===== src/rtl/ppdc_pkg.sv =====
// Package: constants and types of the timing port drop counter and transmit parse block
package ppdc_pkg;

    // Register offsets (byte addresses)
    localparam int          ADDR_W         = 9;
    localparam logic [8:0]  OFF_TX_PARSE   = 9'h158;
    localparam logic [8:0]  OFF_CKS_DROPS  = 9'h188;
    localparam logic [8:0]  OFF_FLT_DROPS  = 9'h18c;
    localparam logic [8:0]  OFF_BANK_SEL   = 9'h1f0;
    localparam logic [8:0]  OFF_IRQ_STAT   = 9'h1f4;
    localparam logic [8:0]  OFF_IRQ_MASK   = 9'h1f8;

    // Banks
    localparam logic [2:0]  BANK_COUNTERS  = 3'h1;
    localparam logic [2:0]  BANK_PARSE     = 3'h2;
    localparam logic [2:0]  BANK_RST       = 3'h0;

    // Transmit parse enable field: bits 14..11
    localparam int          CFG_LSB        = 11;
    localparam int          CFG_W          = 4;
    localparam logic [3:0]  CFG_RST        = 4'he;
    localparam int          CFG_L2_A       = 3;
    localparam int          CFG_L2_B       = 2;
    localparam int          CFG_IP_A       = 1;
    localparam int          CFG_IP_B       = 0;

    // Counters
    localparam logic [31:0] CNT_MAX        = 32'hffff_ffff;
    localparam logic [31:0] CNT_RST        = 32'h0000_0000;

    // Interrupt status bit positions
    localparam int          IRQ_W          = 5;
    localparam int          IRQ_CKS_DROP   = 0;
    localparam int          IRQ_FLT_DROP   = 1;
    localparam int          IRQ_CKS_SAT    = 2;
    localparam int          IRQ_FLT_SAT    = 3;
    localparam int          IRQ_CFG_LIVE   = 4;

    // Timing destination addresses
    localparam logic [47:0] MAC_L2_A       = 48'h0180_c200_000e;
    localparam logic [47:0] MAC_L2_B       = 48'h011b_1900_0000;
    localparam logic [47:0] MAC_V4_A       = 48'h0100_5e00_0181;
    localparam logic [47:0] MAC_V4_B       = 48'h0100_5e00_0182;
    localparam logic [47:0] MAC_V6_A       = 48'h3333_0000_0181;
    localparam logic [47:0] MAC_V6_B       = 48'h3333_0000_0182;
    localparam logic [31:0] IP4_A          = 32'he000_0181;
    localparam logic [31:0] IP4_B          = 32'he000_0182;
    localparam logic [7:0]  IP6_TOP        = 8'hff;
    localparam logic [115:0] IP6_LOW_A     = 116'h181;
    localparam logic [115:0] IP6_LOW_B     = 116'h182;

    // Outgoing frame kinds
    typedef enum logic [1:0] {PPDC_L2, PPDC_IPV4, PPDC_IPV6, PPDC_OTHER} ppdc_kind_t;

    // Outgoing frame header as seen by the parser
    typedef struct packed {
        logic         valid;
        ppdc_kind_t   kind;
        logic [47:0]  dest_mac;
        logic [127:0] dest_ip;
    } ppdc_tx_hdr_t;

    // Whole state of the block
    typedef struct packed {
        logic [31:0]      checksum_drop_tally;
        logic [31:0]      filter_drop_tally;
        logic [CFG_W-1:0] tx_cfg;
        logic [2:0]       bank;
        logic [IRQ_W-1:0] irq_stat;
        logic [IRQ_W-1:0] irq_mask;
        logic [31:0]      rd_data;
        logic             frame_err;
        logic             tx_valid;
        logic             tx_match;
    } ppdc_state_t;

endpackage


===== src/rtl/ppdc_top.sv =====
// Module: timing port drop counters and transmit parse configuration
//
// Function
// - Count each ingress packet dropped for bad UDP checksum in 32 bits.
// - Every checksum or filter drop is also flagged as an errored frame.
// - Count each ingress packet removed by message filtering in 32 bits.
// - Writing zero to a drop counter clears it.
// - Drop counters stop at all ones and never wrap.
// - Bit 14, reset one, accepts layer 2 destination 01:80:C2:00:00:0E.
// - Bit 13, reset one, accepts layer 2 destination 01:1B:19:00:00:00.
// - Bit 12, reset one, accepts IPv4 to 224.0.1.129 via its multicast MAC.
// - Bit 12 also accepts IPv6 to FFX0::181 via MAC 33:33:00:00:01:81.
// - Bit 11, reset zero, accepts IPv4 to 224.0.1.130 via its multicast MAC.
// - Bit 11 also accepts IPv6 to FFX0::182 via MAC 33:33:00:00:01:82.
// - Bank select picks the responding set; parse register in bank 2.
`timescale 1ns/1ns
`default_nettype none

module ppdc_top
    import ppdc_pkg::*;
(
    // Clock and reset
    input  wire logic              i_core_clk,
    input  wire logic              i_rst,
    // Register port
    input  wire logic [ADDR_W-1:0] i_addr,
    input  wire logic [31:0]       i_wr_data,
    input  wire logic              i_wr,
    input  wire logic              i_rd,
    output logic [31:0]            o_rd_data,
    // Receive path events
    input  wire logic              i_rx_cks_drop,
    input  wire logic              i_rx_flt_drop,
    output logic                   o_rx_frame_error,
    // Transmit parser
    input  wire ppdc_tx_hdr_t      i_tx_hdr,
    output logic                   o_tx_valid,
    output logic                   o_tx_ts_match,
    // Global time stamping enable
    input  wire logic              i_ts_enable,
    // Interrupt
    output logic                   o_irq
);

    ////////////////////////////////////////////////////////////////////////////

    ppdc_state_t s;
    ppdc_state_t next_s;

    logic             hit_parse;
    logic             hit_cks;
    logic             hit_flt;
    logic             clr_cks;
    logic             clr_flt;
    logic             cks_sat;
    logic             flt_sat;
    logic [IRQ_W-1:0] events;
    logic             mac_a;
    logic             mac_b;
    logic             v4_a;
    logic             v4_b;
    logic             v6_a;
    logic             v6_b;
    logic             ip6_top;

    ////////////////////////////////////////////////////////////////////////////

    // Banked decode
    assign hit_parse = (i_addr == OFF_TX_PARSE) && (s.bank == BANK_PARSE);
    assign hit_cks   = (i_addr == OFF_CKS_DROPS) && (s.bank == BANK_COUNTERS);
    assign hit_flt   = (i_addr == OFF_FLT_DROPS) && (s.bank == BANK_COUNTERS);

    // Clear by writing zero
    assign clr_cks = i_wr && hit_cks && (i_wr_data == CNT_RST);
    assign clr_flt = i_wr && hit_flt && (i_wr_data == CNT_RST);

    assign cks_sat = (s.checksum_drop_tally == CNT_MAX);
    assign flt_sat = (s.filter_drop_tally == CNT_MAX);

    // Destination matches
    assign mac_a   = (i_tx_hdr.dest_mac == MAC_L2_A);
    assign mac_b   = (i_tx_hdr.dest_mac == MAC_L2_B);
    assign v4_a    = (i_tx_hdr.dest_mac == MAC_V4_A) && (i_tx_hdr.dest_ip[31:0] == IP4_A);
    assign v4_b    = (i_tx_hdr.dest_mac == MAC_V4_B) && (i_tx_hdr.dest_ip[31:0] == IP4_B);
    assign ip6_top = (i_tx_hdr.dest_ip[127:120] == IP6_TOP);
    assign v6_a    = (i_tx_hdr.dest_mac == MAC_V6_A) && ip6_top
                     && (i_tx_hdr.dest_ip[115:0] == IP6_LOW_A);
    assign v6_b    = (i_tx_hdr.dest_mac == MAC_V6_B) && ip6_top
                     && (i_tx_hdr.dest_ip[115:0] == IP6_LOW_B);

    // Interrupt events
    always_comb begin
        events               = '0;
        events[IRQ_CKS_DROP] = i_rx_cks_drop;
        events[IRQ_FLT_DROP] = i_rx_flt_drop;
        events[IRQ_CKS_SAT]  = i_rx_cks_drop && !clr_cks
                               && (s.checksum_drop_tally == CNT_MAX - 32'h1);
        events[IRQ_FLT_SAT]  = i_rx_flt_drop && !clr_flt
                               && (s.filter_drop_tally == CNT_MAX - 32'h1);
        events[IRQ_CFG_LIVE] = i_wr && hit_parse && i_ts_enable;
    end

    ////////////////////////////////////////////////////////////////////////////

    always_comb begin
        next_s = s;

        // Checksum drop tally
        if (clr_cks) begin
            next_s.checksum_drop_tally = CNT_RST;
        end else if (i_rx_cks_drop && !cks_sat) begin
            next_s.checksum_drop_tally = s.checksum_drop_tally + 32'h1;
        end

        // Filter drop tally
        if (clr_flt) begin
            next_s.filter_drop_tally = CNT_RST;
        end else if (i_rx_flt_drop && !flt_sat) begin
            next_s.filter_drop_tally = s.filter_drop_tally + 32'h1;
        end

        // Errored frame report
        next_s.frame_err = i_rx_cks_drop || i_rx_flt_drop;

        // Register writes
        if (i_wr) begin
            if (hit_parse) begin
                next_s.tx_cfg = i_wr_data[CFG_LSB +: CFG_W];
            end
            if (i_addr == OFF_BANK_SEL) begin
                next_s.bank = i_wr_data[2:0];
            end
            if (i_addr == OFF_IRQ_MASK) begin
                next_s.irq_mask = i_wr_data[IRQ_W-1:0];
            end
        end

        // Sticky status, set wins over write-one clear
        if (i_wr && (i_addr == OFF_IRQ_STAT)) begin
            next_s.irq_stat = (s.irq_stat & ~i_wr_data[IRQ_W-1:0]) | events;
        end else begin
            next_s.irq_stat = s.irq_stat | events;
        end

        // Read data, valid the cycle after the strobe
        next_s.rd_data = '0;
        if (i_rd) begin
            if (hit_parse) begin
                next_s.rd_data[CFG_LSB +: CFG_W] = s.tx_cfg;
            end else if (hit_cks) begin
                next_s.rd_data = s.checksum_drop_tally;
            end else if (hit_flt) begin
                next_s.rd_data = s.filter_drop_tally;
            end else if (i_addr == OFF_BANK_SEL) begin
                next_s.rd_data[2:0] = s.bank;
            end else if (i_addr == OFF_IRQ_STAT) begin
                next_s.rd_data[IRQ_W-1:0] = s.irq_stat;
            end else if (i_addr == OFF_IRQ_MASK) begin
                next_s.rd_data[IRQ_W-1:0] = s.irq_mask;
            end
        end

        // Transmit timing message detection
        next_s.tx_valid = i_tx_hdr.valid;
        next_s.tx_match = 1'b0;
        if (i_tx_hdr.valid) begin
            unique case (i_tx_hdr.kind)
                PPDC_L2: begin
                    next_s.tx_match = (s.tx_cfg[CFG_L2_A] && mac_a)
                                   || (s.tx_cfg[CFG_L2_B] && mac_b);
                end
                PPDC_IPV4: begin
                    next_s.tx_match = (s.tx_cfg[CFG_IP_A] && v4_a)
                                   || (s.tx_cfg[CFG_IP_B] && v4_b);
                end
                PPDC_IPV6: begin
                    next_s.tx_match = (s.tx_cfg[CFG_IP_A] && v6_a)
                                   || (s.tx_cfg[CFG_IP_B] && v6_b);
                end
                PPDC_OTHER: begin
                    next_s.tx_match = 1'b0;
                end
            endcase
        end
    end

    always_ff @(posedge i_core_clk or posedge i_rst) begin
        if (i_rst) begin
            s                     <= '0;
            s.checksum_drop_tally <= CNT_RST;
            s.filter_drop_tally   <= CNT_RST;
            s.tx_cfg              <= CFG_RST;
            s.bank                <= BANK_RST;
        end else begin
            s <= next_s;
        end
    end

    ////////////////////////////////////////////////////////////////////////////

    // Outputs
    assign o_rd_data        = s.rd_data;
    assign o_rx_frame_error = s.frame_err;
    assign o_tx_valid       = s.tx_valid;
    assign o_tx_ts_match    = s.tx_match;
    assign o_irq            = |(s.irq_stat & s.irq_mask);
endmodule

`default_nettype wire


===== config.mk =====
export PLATFORM = sky130hd
export DESIGN_NAME = ppdc_top
export DESIGN_NICKNAME = d
export VERILOG_FILES = /design/src/rtl/ppdc_pkg.sv /design/src/rtl/ppdc_top.sv
export SDC_FILE = /design/constraint.sdc
export NUM_CORES = 1
export LEC_CHECK = 0
export ABC_AREA = 1
export BUFFER_PORTS_ARGS = -buffer_cell sky130_fd_sc_hd__buf_2
export CAP_MARGIN = 20
export CORE_ASPECT_RATIO = 1.4
export CORE_MARGIN = 2
export CORE_UTILIZATION = 55
export DETAILED_ROUTE_END_ITERATION = 8
export PLACE_DENSITY = 0.87
export SETUP_SLACK_MARGIN = 0.1
export SLEW_MARGIN = 40
export SYNTH_ARGS = -nofsm -noshare
export SYNTH_HDL_FRONTEND = slang
export SYNTH_SLANG_ARGS = --single-unit
export TNS_END_PERCENT = 100

===== constraint.sdc =====
create_clock -name i_core_clk -period 5.4 [get_ports i_core_clk]
set_input_delay 0.81 -clock i_core_clk [delete_from_list [all_inputs] [get_ports i_core_clk]]
set_output_delay 0.81 -clock i_core_clk [all_outputs]
set_load 0.01 [all_outputs]

# == Yosys cells after proc, flatten, opt, wreduce, memory -nomap -nowiden ==
# Index checks and enable logic that the tools add are counted.
# word_totals
out_inout_bits,36
reg_bits,116
input_bits,227
wordCells,105
# classes
n_eq_ne,26
reduce_logical,44
muxes,18
add_sub_neg,2
bitwise,5
# ops
cell,count
== test 116 x 9 -> 1 bit (second input constant),2
== test 32 bit (second input constant),6
== test 48 x 41 -> 1 bit (second input constant),4
two-way mux 32 bit,6
== test 48 x 46 -> 1 bit (second input constant),2
adder 32 x 1 -> 32 bit (second input constant),2
== test 9 bit (second input constant),6
zero test 32 bit,1
logical AND 1 bit,28
two-way mux 27 bit,1
two-way mux 5 bit,4
two-way mux 17 bit,1
two-way mux 11 bit,1
AND 5 bit,2
bitwise OR 5 bit,2
== test 8 bit (second input constant),1
AND reduction 2 bit,3
NOT 5 bit,1
OR reduction 5 bit,1
== test 2 bit (second input constant),2
zero test 1 bit,4
logical OR 1 bit,4
two-way mux 4 bit,1
one-hot mux 1 bit (4 select lines),1
other kinds (8),9

# == Logic depth before layout (Yosys ltp) ==
# logic_depth
word_depth,9
depth_mapped,11

# == Least setup slack after synthesis ==
# OpenSTA, ideal clock, no wires.
# synth_timing
path_kind,input -> register
startpoint,input i_wr_data[31]
endpoint,register s[55] in the netlist's numbering
path_stages,10
t_required_ps,5282
t_arrival_ps,1830
setup_slack_ps,3453
cell_sequence,nor2_1 -> nand2_1 -> nor2_1 -> nand2_1 -> nor2_2 -> nand3_1 -> buf_2 -> buf_2 -> nand3b_1 -> nand2_1
# synth_between
elab_chain_cells,3
elab_cells_between_ends,4
# synth_rtl
element,line,text
start: declaration,ppdc_top.sv:27,"input wire logic [31:0] i_wr_data,"
zero test 32 bit *,ppdc_top.sv:75,assign clr_flt = i_wr && hit_flt && (i_wr_data == CNT_RST);
logical AND 1 bit *,ppdc_top.sv:75,
two-way mux 32 bit / nonzero test 2 bit (equally long branches),-,
end signal: assignment,ppdc_top.sv:195,s <= next_s;
end: declaration,ppdc_top.sv:47,ppdc_state_t s;
# Every way passes the cells marked *; elsewhere a longest branch is shown, timed or not.
# A chain may end at the register's enable or synchronous reset.

==> metrics.csv <==
metric;value;unit
endpoint_kind;flip-flop;
dpl.cell_count;1714;
setup_tns;0;ns
rsz0062_at_grt;false;
viasPerCell;5.499;
multi_input_area;4629;um2
cts_tree;yes;
drive_above_1_share;21.88;%
ant_nets;0;
cts_buffer_depth;2;
dp_hpwl;20650;um
die_h;151.2;um
synth_seq_cells;116;
synth_area_leaders;dfrtp_1, nand2_1, nor2_1, nand3_1, inv_1;
overflow;0;
status;completed;
io_pins;263;
tightest_slew;0.6988;ns
cap_violations;0;
final_common_cell;nand2_1;
crit_arrival;2.91;ns
clk_pin_slew;0.06;ns
fillCellCount;1279;
syn_inst;1327;
cts.sinks;116;
drt_first_pass_iters;6;
netlist.top_cell.by_area;dfrtp_1;
power.leakage;5.076;nW
netlist.area_leader.share;33.23;%
drt-wirelength-per-cell;15.62;um
gp_congestion;0.9668;
num_rows;53;
finalSetupViolCount;0;
clkLatencyLatePin;0.42;ns
route.detailed.drc;0;
clock_skew;0.01220;ns
track_usage;33.35;%
whs;0.4752;ns
max-slew-margin-rel;53.36;%
finalCritPeriodShare;48.43;%
syn_nets;1558;
cts_setup_buffers;0;
crit_fanout;34;
cts_max_level;4;
postCtsResizedCells;0;
die_w;109.1;um
hold_viol;0;
seqCellArea;2907;um2
antenna_found_initial;0;
worst-setup-path-type;in2reg;
grt_max_degree;68;
fmax;382.4;MHz
syn2layout_area_growth;20.32;%
synth_warnings;0;
avgSynthCellArea;6.413;um2
wl;27270;um
dieArea;16500;um2
required;5.69;ns
grt_first_pass_wirelength;42880;um
final_nets;1772;
core_area;15050;um2
num_vias;9602;
numCtsBuffers;17;
hold_buffers;0;
antenna_cells;0;
cts-root-buf;clkbuf_16;
final-instance-count-excl-fill;1746;
port_buffers;258;
yosysSeqAreaShare;34.16;%
grt_pass1_vias;9266;
drt_iter0_drc;809;
start_kind;input pin;
cellPowerDensity;246.0;nW/um2
final_cell_mix;nand2_1, buf_2, nor2_1;
final_max_slew_viol_count;0;
synth_cell_type_count;40;
hold_path.class;in2async;
syn_area;8509;um2
peakVddDrop;0.0002195;V
start_util;56.53;%
period_needed;2.615;ns
## sequential cells by signal, indices dropped and copies added, names as in the netlist
| register | count |
|---|---|
| o_rd_data | 32 |
| o_rx_frame_error | 1 |
| o_tx_ts_match | 1 |
| o_tx_valid | 1 |
| s | 81 |
## path summary, 6_finish.rpt
check                                  start                end  slack (ns)  cells past startpoint
setup reg to reg           s[46]$_DFFE_PP0P_    s[43]$_DFF_PP0_        2.91                      6
setup / recovery                   i_addr[1]    s[43]$_DFF_PP0_        2.78                      9
min in group i_core_clk    s[50]$_DFFE_PP1P_  s[50]$_DFFE_PP1P_        0.52                      2
hold reg to reg            s[50]$_DFFE_PP1P_  s[50]$_DFFE_PP1P_        0.52                      2
max in group asynchronous              i_rst  s[96]$_DFFE_PP0P_        3.82                      3
hold / removal                         i_rst  s[70]$_DFFE_PP0P_        0.48                      2
## critical path, cell delays in order
cell     delay [ns]
buf_2          0.10
nor2_1         0.16
nand2_1        0.09
nor2_1         0.13
nand3_2        0.16
inv_2          0.39
nand3_2        0.62
nand2_1        0.34
nand2_1        0.08
## cells by family (layout without fill, tap and decap cells)
family | after synthesis | after routing | share of synthesized area, %
compound gates | 75 | 75 | 4.661
xor+xnor | 21 | 21 | 2.161
fa+ha+maj | 4 | 4 | 0.5882
buf+inv | 202 | 429 | 11.56
flops | 116 | 116 | 34.16
mux | 2 | 2 | 0.2646
simple gates | 907 | 907 | 46.61
## stage by stage
| stage | worst slack [ns] | power, mW | area [um2] | utilization [%] |
|---|---|---|---|---|
| after floorplan | 1.523 | 1.163 | 8509 | - |
| after global placement | 2.469 | 1.297 | 9602 | 63.79 |
| after detailed placement | 2.383 | 1.309 | 9607 | 63.82 |
| after CTS | 2.811 | 2.508 | 10230 | 67.98 |
| after global routing | 2.595 | 2.592 | 10240 | 68.02 |
| final | 2.785 | 2.519 | 10240 | 68.02 |
## cell type report
cell class	count	area share, %
clock inverter	11	1.723
sequential	116	28.39
multi-input combinational	1009	45.22
clock buffer	21	4.399
inverter	135	5.023
tap	192	2.346
timing repair buffer	262	12.90
## power by group
group | internal [mW] | switching (mW) | leakage (nW)
logic | 0.136 | 0.191 | 3.21
registers | 0.911 | 0.0656 | 1.57
clock network | 0.788 | 0.428 | 0.302
## synthesized netlist by cell type
master and n:
a21oi_1 28, a21oi_2 1, a221oi_1 1, a31o_1 1, a31oi_1 2, and2_1 1
buf_1 2, buf_2 13, buf_4 35, buf_6 10, clkbuf_1 7, clkinv_1 1
dfrtp_1 113, dfstp_2 3, ha_1 4, inv_1 127, inv_2 6, inv_4 1
mux2_2 2, nand2_1 399, nand2_2 7, nand2_4 2, nand3_1 156, nand3_2 3
nand3b_1 30, nand4_1 32, nor2_1 238, nor2_2 7, nor2_4 5, nor3_1 19
nor3_2 3, nor3_4 1, nor4_1 1, o211ai_1 1, o21ai_0 37, o21ai_1 2
o21bai_1 2, or2_2 3, xnor2_1 8, xor2_1 13
## layer usage
metal  global-route usage, %  share of wire [%]
met5                       0                  0
met4                   20.96                6.1
met3                   4.002                6.3
met2                   59.32                 51
met1                   37.23                 37
(Power assumes the default switching activity.)
